[config.mk]
export PLATFORM = sky130hd
export DESIGN_NAME = host_command_frame_codec
export DESIGN_NICKNAME = d
export VERILOG_FILES = /design/src/frame_codec_pkg.sv /design/src/fcs_char_codec.sv /design/src/host_command_frame_codec.sv
export VERILOG_INCLUDE_DIRS = /design/src /design/src/src
export SDC_FILE = /design/constraint.sdc
export NUM_CORES = 1
export LEC_CHECK = 0
export ABC_AREA = 1
export BUFFER_PORTS_ARGS = -buffer_cell sky130_fd_sc_hd__buf_2
export CORE_MARGIN = 2
export CORE_UTILIZATION = 58
export DETAILED_ROUTE_END_ITERATION = 10
export PLACE_DENSITY = 0.87
export RECOVER_POWER = 50
export SYNTH_ARGS = -nofsm -noshare
export SYNTH_HDL_FRONTEND = slang
export SYNTH_SLANG_ARGS = --single-unit
[constraint.sdc]
create_clock -name i_mclk -period 2.15 [get_ports i_mclk]
set_input_delay 0.1075 -clock i_mclk [delete_from_list [all_inputs] [get_ports i_mclk]]
set_output_delay 0.1075 -clock i_mclk [all_outputs]
set_load 0.05 [all_outputs]
[src/frame_codec_cfg.svh]
// Purpose: Framing constants for the host command frame codec
// Assumes: 8-bit characters, one clock domain
// Notes:   Definitions only
`ifndef FRAME_CODEC_CFG_SVH
`define FRAME_CODEC_CFG_SVH

`define FC_SOH       8'h01
`define FC_LF        8'h0A
`define FC_CR        8'h0D
`define FC_CODE_LEN  3'h4
`define FC_HELD_FULL 2'h2
`define FC_ASCII_0   8'h30
`define FC_ASCII_UA  8'h41
`define FC_ASCII_LA  8'h61
`define FC_NIB_TEN   4'hA
`define FC_DEC_SPAN  8'h09
`define FC_HEX_SPAN  8'h05
`define FC_CODE_LAST 2'h3

`endif

[src/frame_codec_pkg.sv]
// Purpose: Types shared by the frame codec modules
// Assumes: frame_codec_cfg.svh holds the numeric constants
// Notes:   States carry no explicit codes
package frame_codec_pkg;

	typedef enum logic [1:0] {RX_HUNT, RX_BODY, RX_LFWAIT} rx_state_t;

	typedef enum logic [2:0] {TX_IDLE, TX_SOH, TX_CODE, TX_DATA, TX_FCS_HI, TX_FCS_LO, TX_CR, TX_LF} tx_state_t;

endpackage

[src/fcs_char_codec.sv]
// Purpose: Frame check value to/from two ASCII hex characters
// Assumes: Purely combinational
// Notes:   Encodes upper case, decodes either case
`timescale 1ns/1ps
`include "frame_codec_cfg.svh"

module fcs_char_codec
	import frame_codec_pkg::*;
(
	input  wire logic [7:0] i_enc_byte,
	output logic      [7:0] o_enc_hi,
	output logic      [7:0] o_enc_lo,
	input  wire logic [7:0] i_dec_hi,
	input  wire logic [7:0] i_dec_lo,
	output logic      [7:0] o_dec_byte,
	output logic            o_dec_ok
);

	// Bit 4 is the valid flag, low nibble the value
	function automatic logic [4:0] hex_val(input logic [7:0] c);
		logic [4:0] r;
		r = 5'h00;
		if (c >= `FC_ASCII_0 && c <= `FC_ASCII_0 + `FC_DEC_SPAN)
			r = {1'b1, 4'(c - `FC_ASCII_0)};
		else if (c >= `FC_ASCII_UA && c <= `FC_ASCII_UA + `FC_HEX_SPAN)
			r = {1'b1, 4'(c - `FC_ASCII_UA) + `FC_NIB_TEN};
		else if (c >= `FC_ASCII_LA && c <= `FC_ASCII_LA + `FC_HEX_SPAN)
			r = {1'b1, 4'(c - `FC_ASCII_LA) + `FC_NIB_TEN};
		return r;
	endfunction

	wire logic [7:0] enc [2];

	genvar g;
	generate
		for (g = 0; g < 2; g++)
		begin : g_nib
			wire logic [3:0] nib = i_enc_byte[4*g +: 4];
			assign enc[g] = (nib < `FC_NIB_TEN) ? (`FC_ASCII_0 + {4'h0, nib})
				: (`FC_ASCII_UA + {4'h0, nib - `FC_NIB_TEN});
		end
	endgenerate

	wire logic [4:0] dh = hex_val(i_dec_hi);
	wire logic [4:0] dl = hex_val(i_dec_lo);

	assign o_enc_lo   = enc[0];
	assign o_enc_hi   = enc[1];
	assign o_dec_byte = {dh[3:0], dl[3:0]};
	assign o_dec_ok   = dh[4] & dl[4];

endmodule // fcs_char_codec

[src/host_command_frame_codec.sv]
// Purpose: Checks host command frames and builds response frames
// Assumes: Byte streams synchronous to i_mclk; link type on i_link_serial
// Notes:   Command data is streamed as it arrives; the end pulse decides
//          whether the consumer keeps or drops what it received
`timescale 1ns/1ps
`include "frame_codec_cfg.svh"

module host_command_frame_codec
	import frame_codec_pkg::*;
(
	input  wire logic        i_mclk,
	input  wire logic        i_reset,
	input  wire logic        i_link_serial,
	input  wire logic        i_rx_valid,
	input  wire logic [7:0]  i_rx_data,
	output logic      [31:0] o_cmd_code,
	output logic             o_cmd_data_valid,
	output logic      [7:0]  o_cmd_data,
	output logic             o_cmd_done,
	output logic             o_cmd_fcs_err,
	output logic             o_cmd_fmt_err,
	input  wire logic        i_rsp_start,
	input  wire logic        i_rsp_valid,
	input  wire logic [7:0]  i_rsp_data,
	input  wire logic        i_rsp_last,
	output logic             o_rsp_ready,
	output logic             o_tx_busy,
	output logic             o_tx_valid,
	output logic      [7:0]  o_tx_data,
	input  wire logic        i_tx_ready
);

	rx_state_t   rx_st_ff;
	logic [2:0]  code_idx_ff;
	logic [31:0] code_sr_ff;
	logic [31:0] code_ff;
	logic [7:0]  rx_acc_ff;
	logic [7:0]  held0_ff;
	logic [7:0]  held1_ff;
	logic [1:0]  held_cnt_ff;
	logic        fcs_ok_ff;
	logic        dvalid_ff;
	logic [7:0]  ddata_ff;
	logic        done_ff;
	logic        fcs_err_ff;
	logic        fmt_err_ff;

	wire logic [7:0] dec_byte;
	wire logic       dec_ok;
	wire logic [7:0] enc_hi;
	wire logic [7:0] enc_lo;
	logic      [7:0] tx_acc_ff;

	fcs_char_codec u_fcs
	(
		.i_enc_byte (tx_acc_ff),
		.o_enc_hi   (enc_hi),
		.o_enc_lo   (enc_lo),
		.i_dec_hi   (held1_ff),
		.i_dec_lo   (held0_ff),
		.o_dec_byte (dec_byte),
		.o_dec_ok   (dec_ok)
	);

	// Receive decode
	wire logic is_lf   = (i_rx_data == `FC_LF);
	wire logic is_cr   = (i_rx_data == `FC_CR);
	wire logic is_soh  = (i_rx_data == `FC_SOH);
	wire logic in_body = i_rx_valid && (rx_st_ff == RX_BODY || (rx_st_ff == RX_HUNT && !i_link_serial));
	wire logic ser_body = in_body && i_link_serial;
	wire logic net_body = in_body && !i_link_serial;
	wire logic code_full = (code_idx_ff == `FC_CODE_LEN);
	wire logic held_full = (held_cnt_ff == `FC_HELD_FULL);
	// Serial holds back two characters since they may turn out to be the check pair
	wire logic ser_emit = ser_body && !is_cr && !is_lf && held_full;
	wire logic net_emit = net_body && !is_lf;
	wire logic emit_en  = ser_emit || net_emit;
	wire logic [7:0] emit_byte = i_link_serial ? held1_ff : i_rx_data;
	wire logic ser_cr   = ser_body && is_cr;
	wire logic ser_lf   = ser_body && is_lf;
	wire logic net_lf   = net_body && is_lf;
	wire logic lfw      = i_rx_valid && rx_st_ff == RX_LFWAIT;
	wire logic lfw_good = lfw && is_lf && fcs_ok_ff && code_full;
	wire logic end_frame = ser_cr ? !held_full : (ser_lf || net_lf || lfw);
	wire logic good_end = net_lf ? code_full : lfw_good;
	wire logic fcs_bad  = lfw && is_lf && !fcs_ok_ff && code_full;
	wire logic fmt_bad  = end_frame && !good_end && !fcs_bad;
	wire rx_state_t idle_st = i_link_serial ? RX_HUNT : RX_BODY;

	always_ff @(posedge i_mclk)
	begin
		if (i_reset)
			rx_st_ff <= RX_HUNT;
		else if (rx_st_ff == RX_HUNT && i_link_serial && i_rx_valid && is_soh)
			rx_st_ff <= RX_BODY;
		else if (ser_cr && held_full)
			rx_st_ff <= RX_LFWAIT;
		else if (end_frame)
			rx_st_ff <= idle_st;
		else if (net_emit)
			rx_st_ff <= RX_BODY;
	end

	// Last two held chars are the check pair
	always_ff @(posedge i_mclk)
	begin
		if (i_reset || end_frame || (rx_st_ff == RX_HUNT && i_link_serial))
		begin
			held_cnt_ff <= 2'h0;
			held0_ff    <= 8'h00;
			held1_ff    <= 8'h00;
		end
		else if (ser_body && !is_cr && !is_lf)
		begin
			held0_ff    <= i_rx_data;
			held1_ff    <= held0_ff;
			held_cnt_ff <= held_full ? held_cnt_ff : held_cnt_ff + 2'h1;
		end
	end

	// Compare received pair with local parity
	always_ff @(posedge i_mclk)
	begin
		if (i_reset)
			fcs_ok_ff <= 1'b0;
		else if (ser_cr)
			fcs_ok_ff <= dec_ok && (dec_byte == rx_acc_ff);
	end

	// First four characters form the code
	always_ff @(posedge i_mclk)
	begin
		if (i_reset || end_frame || (rx_st_ff == RX_HUNT && i_link_serial))
		begin
			code_idx_ff <= 3'h0;
			code_sr_ff  <= 32'h0000_0000;
			rx_acc_ff   <= 8'h00;
		end
		else if (emit_en)
		begin
			rx_acc_ff <= rx_acc_ff ^ emit_byte;
			if (!code_full)
			begin
				code_sr_ff  <= {code_sr_ff[23:0], emit_byte};
				code_idx_ff <= code_idx_ff + 3'h1;
			end
		end
	end

	always_ff @(posedge i_mclk)
	begin
		if (i_reset)
		begin
			dvalid_ff  <= 1'b0;
			ddata_ff   <= 8'h00;
			done_ff    <= 1'b0;
			fcs_err_ff <= 1'b0;
			fmt_err_ff <= 1'b0;
			code_ff    <= 32'h0000_0000;
		end
		else
		begin
			dvalid_ff  <= emit_en && code_full;
			ddata_ff   <= emit_en ? emit_byte : ddata_ff;
			done_ff    <= end_frame && good_end;
			fcs_err_ff <= fcs_bad;
			fmt_err_ff <= fmt_bad;
			// Only an accepted frame replaces the code that responses repeat
			if (end_frame && good_end)
				code_ff <= code_sr_ff;
		end
	end

	assign o_cmd_code       = code_ff;
	assign o_cmd_data_valid = dvalid_ff;
	assign o_cmd_data       = ddata_ff;
	assign o_cmd_done       = done_ff;
	assign o_cmd_fcs_err    = fcs_err_ff;
	assign o_cmd_fmt_err    = fmt_err_ff;

	// Response transmitter
	tx_state_t  tx_st_ff;
	logic       tx_ser_ff;
	logic [1:0] tx_idx_ff;
	logic       tvalid_ff;
	logic [7:0] tdata_ff;

	wire logic adv      = !tvalid_ff || i_tx_ready;
	wire logic [7:0] code_ch = code_ff[8*(`FC_CODE_LAST - tx_idx_ff) +: 8];
	wire logic take_rsp = (tx_st_ff == TX_DATA) && adv && i_rsp_valid;
	// A data slot waits for the producer; every framing slot loads on its own
	wire logic load     = take_rsp || (adv && tx_st_ff != TX_IDLE && tx_st_ff != TX_DATA);
	wire logic last_code = (tx_idx_ff == `FC_CODE_LAST);
	logic [7:0] nxt_tdata;
	tx_state_t  nxt_tx_st;

	always_comb
	begin
		nxt_tdata = tdata_ff;
		nxt_tx_st = tx_st_ff;
		case (tx_st_ff)
			TX_IDLE:
				if (i_rsp_start)
					nxt_tx_st = i_link_serial ? TX_SOH : TX_CODE;
			TX_SOH:
			begin
				nxt_tdata = `FC_SOH;
				nxt_tx_st = TX_CODE;
			end
			TX_CODE:
			begin
				nxt_tdata = code_ch;
				nxt_tx_st = last_code ? TX_DATA : TX_CODE;
			end
			TX_DATA:
			begin
				nxt_tdata = i_rsp_data;
				if (i_rsp_last)
					nxt_tx_st = tx_ser_ff ? TX_FCS_HI : TX_LF;
			end
			TX_FCS_HI:
			begin
				nxt_tdata = enc_hi;
				nxt_tx_st = TX_FCS_LO;
			end
			TX_FCS_LO:
			begin
				nxt_tdata = enc_lo;
				nxt_tx_st = TX_CR;
			end
			TX_CR:
			begin
				nxt_tdata = `FC_CR;
				nxt_tx_st = TX_LF;
			end
			TX_LF:
			begin
				nxt_tdata = `FC_LF;
				nxt_tx_st = TX_IDLE;
			end
			default:
				nxt_tx_st = TX_IDLE;
		endcase
	end

	always_ff @(posedge i_mclk)
	begin
		if (i_reset)
		begin
			tx_st_ff  <= TX_IDLE;
			tx_ser_ff <= 1'b0;
			tx_idx_ff <= 2'h0;
			tvalid_ff <= 1'b0;
			tdata_ff  <= 8'h00;
			tx_acc_ff <= 8'h00;
		end
		else
		begin
			if (tx_st_ff == TX_IDLE)
			begin
				tx_ser_ff <= i_link_serial;
				tx_idx_ff <= 2'h0;
				tx_acc_ff <= 8'h00;
			end
			if (tx_st_ff == TX_IDLE || load)
				tx_st_ff <= nxt_tx_st;
			if (load)
			begin
				tdata_ff <= nxt_tdata;
				if (tx_st_ff == TX_CODE)
					tx_idx_ff <= tx_idx_ff + 2'h1;
				if (tx_st_ff == TX_CODE || tx_st_ff == TX_DATA)
					tx_acc_ff <= tx_acc_ff ^ nxt_tdata;
			end
			if (adv)
				tvalid_ff <= load;
		end
	end

	assign o_rsp_ready = (tx_st_ff == TX_DATA) && adv;
	assign o_tx_busy   = (tx_st_ff != TX_IDLE);
	assign o_tx_valid  = tvalid_ff;
	assign o_tx_data   = tdata_ff;

endmodule // host_command_frame_codec

==> qor.csv <==
metric,value,unit
synthesis.area,0.006545,sq mm
placed_cells,1139,
netSwitchingPower,2.492,mW
fin_crit_sh,95.45,%
finalNetCount,1070,
synth_top_cell_by_area,dfxtp_1,
vias,6673,
numCtsBuffers,17,
rr_startpoint,tx_st_ff[2],
cellPowerDensity,934.3,mW/mm^2
max_freq,487.3,MHz
p_seq_share,37.4,%
avgSynthCellArea,6.970,sq um
cp_cell_sequence,nor2_4 -> inv_1 -> o211ai_4 -> inv_2 -> nand2_1 -> nor3_1 -> nor3_1,
cts-root-buf,clkbuf_16,
drv_slew,0,
clock_latency,0.42,ns
synth_cell_types,42,
rows,38,
endpoint_kind,register,
synth_fp_nets,980,
start_util,59.85,%
setup_ws,0.09778,ns
r2r-end,tx_acc_ff[6],
drt_iter0_markers,811,
rsz0062_at_grt,true,
die_area,0.01215,sq mm
reg2reg_depth,7,
critPathTopFamily,simple AND/OR/NAND/NOR gates,
via_per_inst,5.646,
critical_path_buf_inv_count,2,
routedWlPerCell,15.40,um
hold_path.class,in -> reg,
start_kind,register,
overflow,0,
p_clk_share,38.6,%
crit_path_end,tx_acc_ff[6],
wl,18.20,mm
htreeDepth,4,
r2r_setup_slack,0.1,ns
grtUsageTotal,30.93,%
antenna_left,0,
synth_area_leaders,"dfxtp_1, nand2_1, a21oi_1, o21ai_0, nor2_1",
worst_pin_slew,0.6521,ns
grt_pass1_wl,29.15,mm
total_power,7.157,mW
cp.required,2.44,ns
fillers,934,
antenna_found_initial,0,
drtPass1Iterations,7,
drc,0,
cts_num_sinks,131,
cts.path.max_buffers,2,
switching_share,34.82,%
critPathKind,reg -> reg,
cts_tree,built,
crit_path_start,tx_st_ff[2],
grt_max_degree,38,
status,"finished, final reports clean",
ir_drop,0.7948,mV
portBuffers,78,
yosysWarnings,0,
cp_num_cells,7,
synth_cells,939,
critPathArrivalTime,2.35,ns
crit_fanout,23,
clock_skew,0.009550,ns
leakagePower,2.982,nW
clk_pin_slew,0.06,ns
maxCapViolations,0,
first_global_vias,6124,
fp.dieH,110.2,um
ys_seq_area_share,40.07,%
antenna_cells,0,
pre_cts_slack,0.1276,ns
internal_power,4.665,mW
path_common_cell,nor3_1,
drive_gt1_share,11.52,%
min_from,i_rx_valid,
synth_top_area_share,40.07,%
min_period,2.052,ns
num_io_pins,79,
die_w,110.2,um
core,0.01094,sq mm
setup_viol,0,
finalHoldViolations,0,
synth_seq_cells,131,
gp_congestion,0.9656,
layoutNonFillerInstCount,1182,
combPwrFrac,24.0,%
syn_to_final_growth,17.03,%
slew_headroom,56.72,%
critPathMaxStageDelay,0.53,ns
dp_hpwl,12.22,mm
cp_slowest_cell,dfxtp_1,
==> sequential cells by signal (all words and copies together) (netlist names), 2 cells and up <==
signal and flops:
code_sr_ff 32, tx_st_ff 3, held0_ff 8, o_tx_data 8, tx_acc_ff 8, code_idx_ff 3
o_cmd_code 32, rx_st_ff 2, o_cmd_data 8, tx_idx_ff 2, held_cnt_ff 2, rx_acc_ff 8
held1_ff 8
==> final cells by class <==
cell class,instances,area (sq um),share of cell area (%)
multi-input cells,683,3378,44.10
clock inverters,13,127.6,1.666
inverters,83,314.1,4.100
well taps,140,175.2,2.287
clock buffers,19,432.9,5.652
repair buffers,113,608.1,7.939
flip-flops and latches,131,2624,34.25
==> through the flow <==
step	TNS (ns)	cell area (sq um)	utilization, %	hold WS [ns]
detailed placement	0	7101	64.93	0.4011
finish	0	7660	70.05	0.03085
global route	-0.02037	7660	70.05	0.04291
global placement	0	7101	64.93	0.3952
CTS	0	7731	70.70	0.01780
floorplan	0	6545	-	0.2565
==> cells in the mapped netlist <==
library cell	n
a22oi_1	1
clkbuf_1	21
nor3_1	48
nand3_2	1
a21oi_1	96
nand3b_1	3
buf_4	5
inv_4	1
nand2_2	2
inv_1	73
xor2_1	3
o211ai_4	1
buf_6	3
buf_2	13
nor4_1	1
nor2_4	3
nor3b_2	1
or2_2	6
a31oi_1	2
nand4_2	1
a211oi_1	2
nand4_1	9
dfxtp_1	131
ha_1	17
inv_2	6
a211oi_2	10
xnor2_1	1
nor2_1	109
nand3_1	44
nand3_4	1
clkinv_1	3
nand2_4	3
a21oi_2	1
nor2_2	2
o21ai_2	1
o211ai_1	1
nand2_1	215
a21boi_0	1
o21ai_0	85
o22ai_1	8
nor3_4	1
o21ai_1	3
==> how the worst min path moves through the flow <==
stage | to | slack (ns) | cells past startpoint
5_1_grt | rx_st_ff[0] | 0.04 | 3
3_3_place_gp | held0_ff[7] | 0.40 | 3
4_1_cts | rx_st_ff[0] | 0.02 | 3
6_report | rx_st_ff[0] | 0.03 | 3
3_5_place_dp | held0_ff[7] | 0.40 | 3
2_1_floorplan | held0_ff[0] | 0.26 | 2
==> routing by layer <==
| metal | part of all wire [%] | global-route usage [%] | up-vias |
|---|---|---|---|
| met3 | 8.1 | 7.525 | 52 |
| met4 | 2.8 | 11.07 | 0 |
| met5 | 0 | 0 | - |
| met1 | 44 | 41.38 | 3037 |
| li1 | - | - | 3283 |
| met2 | 45 | 48.73 | 301 |
==> timing repair <==
item,4_1_cts,5_1_grt
endpoints found under the hold margin,7,0
hold buffers,7,0
setup endpoints to repair,0,12
buffers inserted,0,4
resized for setup,0,1
==> layout by cell type, fill, tap and decap left out, types with 3 or more instances in the layout <==
| master | synthesis | final |
|---|---|---|
| or2_2 | 6 | 6 |
| o21ai_0 | 85 | 85 |
| nor3_1 | 48 | 48 |
| inv_6 | 0 | 4 |
| nand3_1 | 44 | 45 |
| clkinv_1 | 3 | 3 |
| o21ai_1 | 3 | 3 |
| inv_2 | 6 | 5 |
| clkinv_4 | 0 | 3 |
| clkbuf_2 | 0 | 3 |
| xor2_1 | 3 | 3 |
| buf_2 | 13 | 24 |
| clkbuf_1 | 21 | 56 |
| nand2_1 | 215 | 215 |
| buf_4 | 5 | 23 |
| nand2_4 | 3 | 3 |
| o22ai_1 | 8 | 8 |
| dlygate4sd3_1 | 0 | 7 |
| nand3b_1 | 3 | 3 |
| ha_1 | 17 | 17 |
| dfxtp_1 | 131 | 130 |
| nor2_1 | 109 | 109 |
| a211oi_1 | 2 | 3 |
| nor2_4 | 3 | 3 |
| nand4_1 | 9 | 9 |
| inv_1 | 73 | 74 |
| a21oi_1 | 96 | 96 |
| clkbuf_16 | 0 | 17 |
| a211oi_2 | 10 | 9 |
==> power by group through the flow <==
| stage | clock (mW) | combinational, mW | sequential [mW] |
|---|---|---|---|
| after global routing | 2.90 | 1.90 | 2.70 |
| after floorplan | 0 | 1.13 | 2.89 |
| final | 2.76 | 1.72 | 2.68 |
| after detailed placement | 0 | 1.69 | 2.72 |
| after global placement | 0 | 1.66 | 2.72 |
| after CTS | 2.78 | 1.71 | 2.67 |
==> cells by family after synthesis <==
logic type / Yosys count / share of synthesized area (%)
simple gates: 450 / 29.96
compound gates: 212 / 18.10
flops: 131 / 40.07
buf+inv: 125 / 8.086
fa+ha+maj: 17 / 3.250
xor+xnor: 4 / 0.5354
==> worst register-to-register path: cells and delay by family, from the launching register on <==
family	cells	cell delay (ns)
AOI/OAI and AO/OA	1	0.12
and+or+nand+nor	4	0.78
DFF	1	0.53
buffers and inverters	2	0.49
Power figures use the tool's default switching activity.
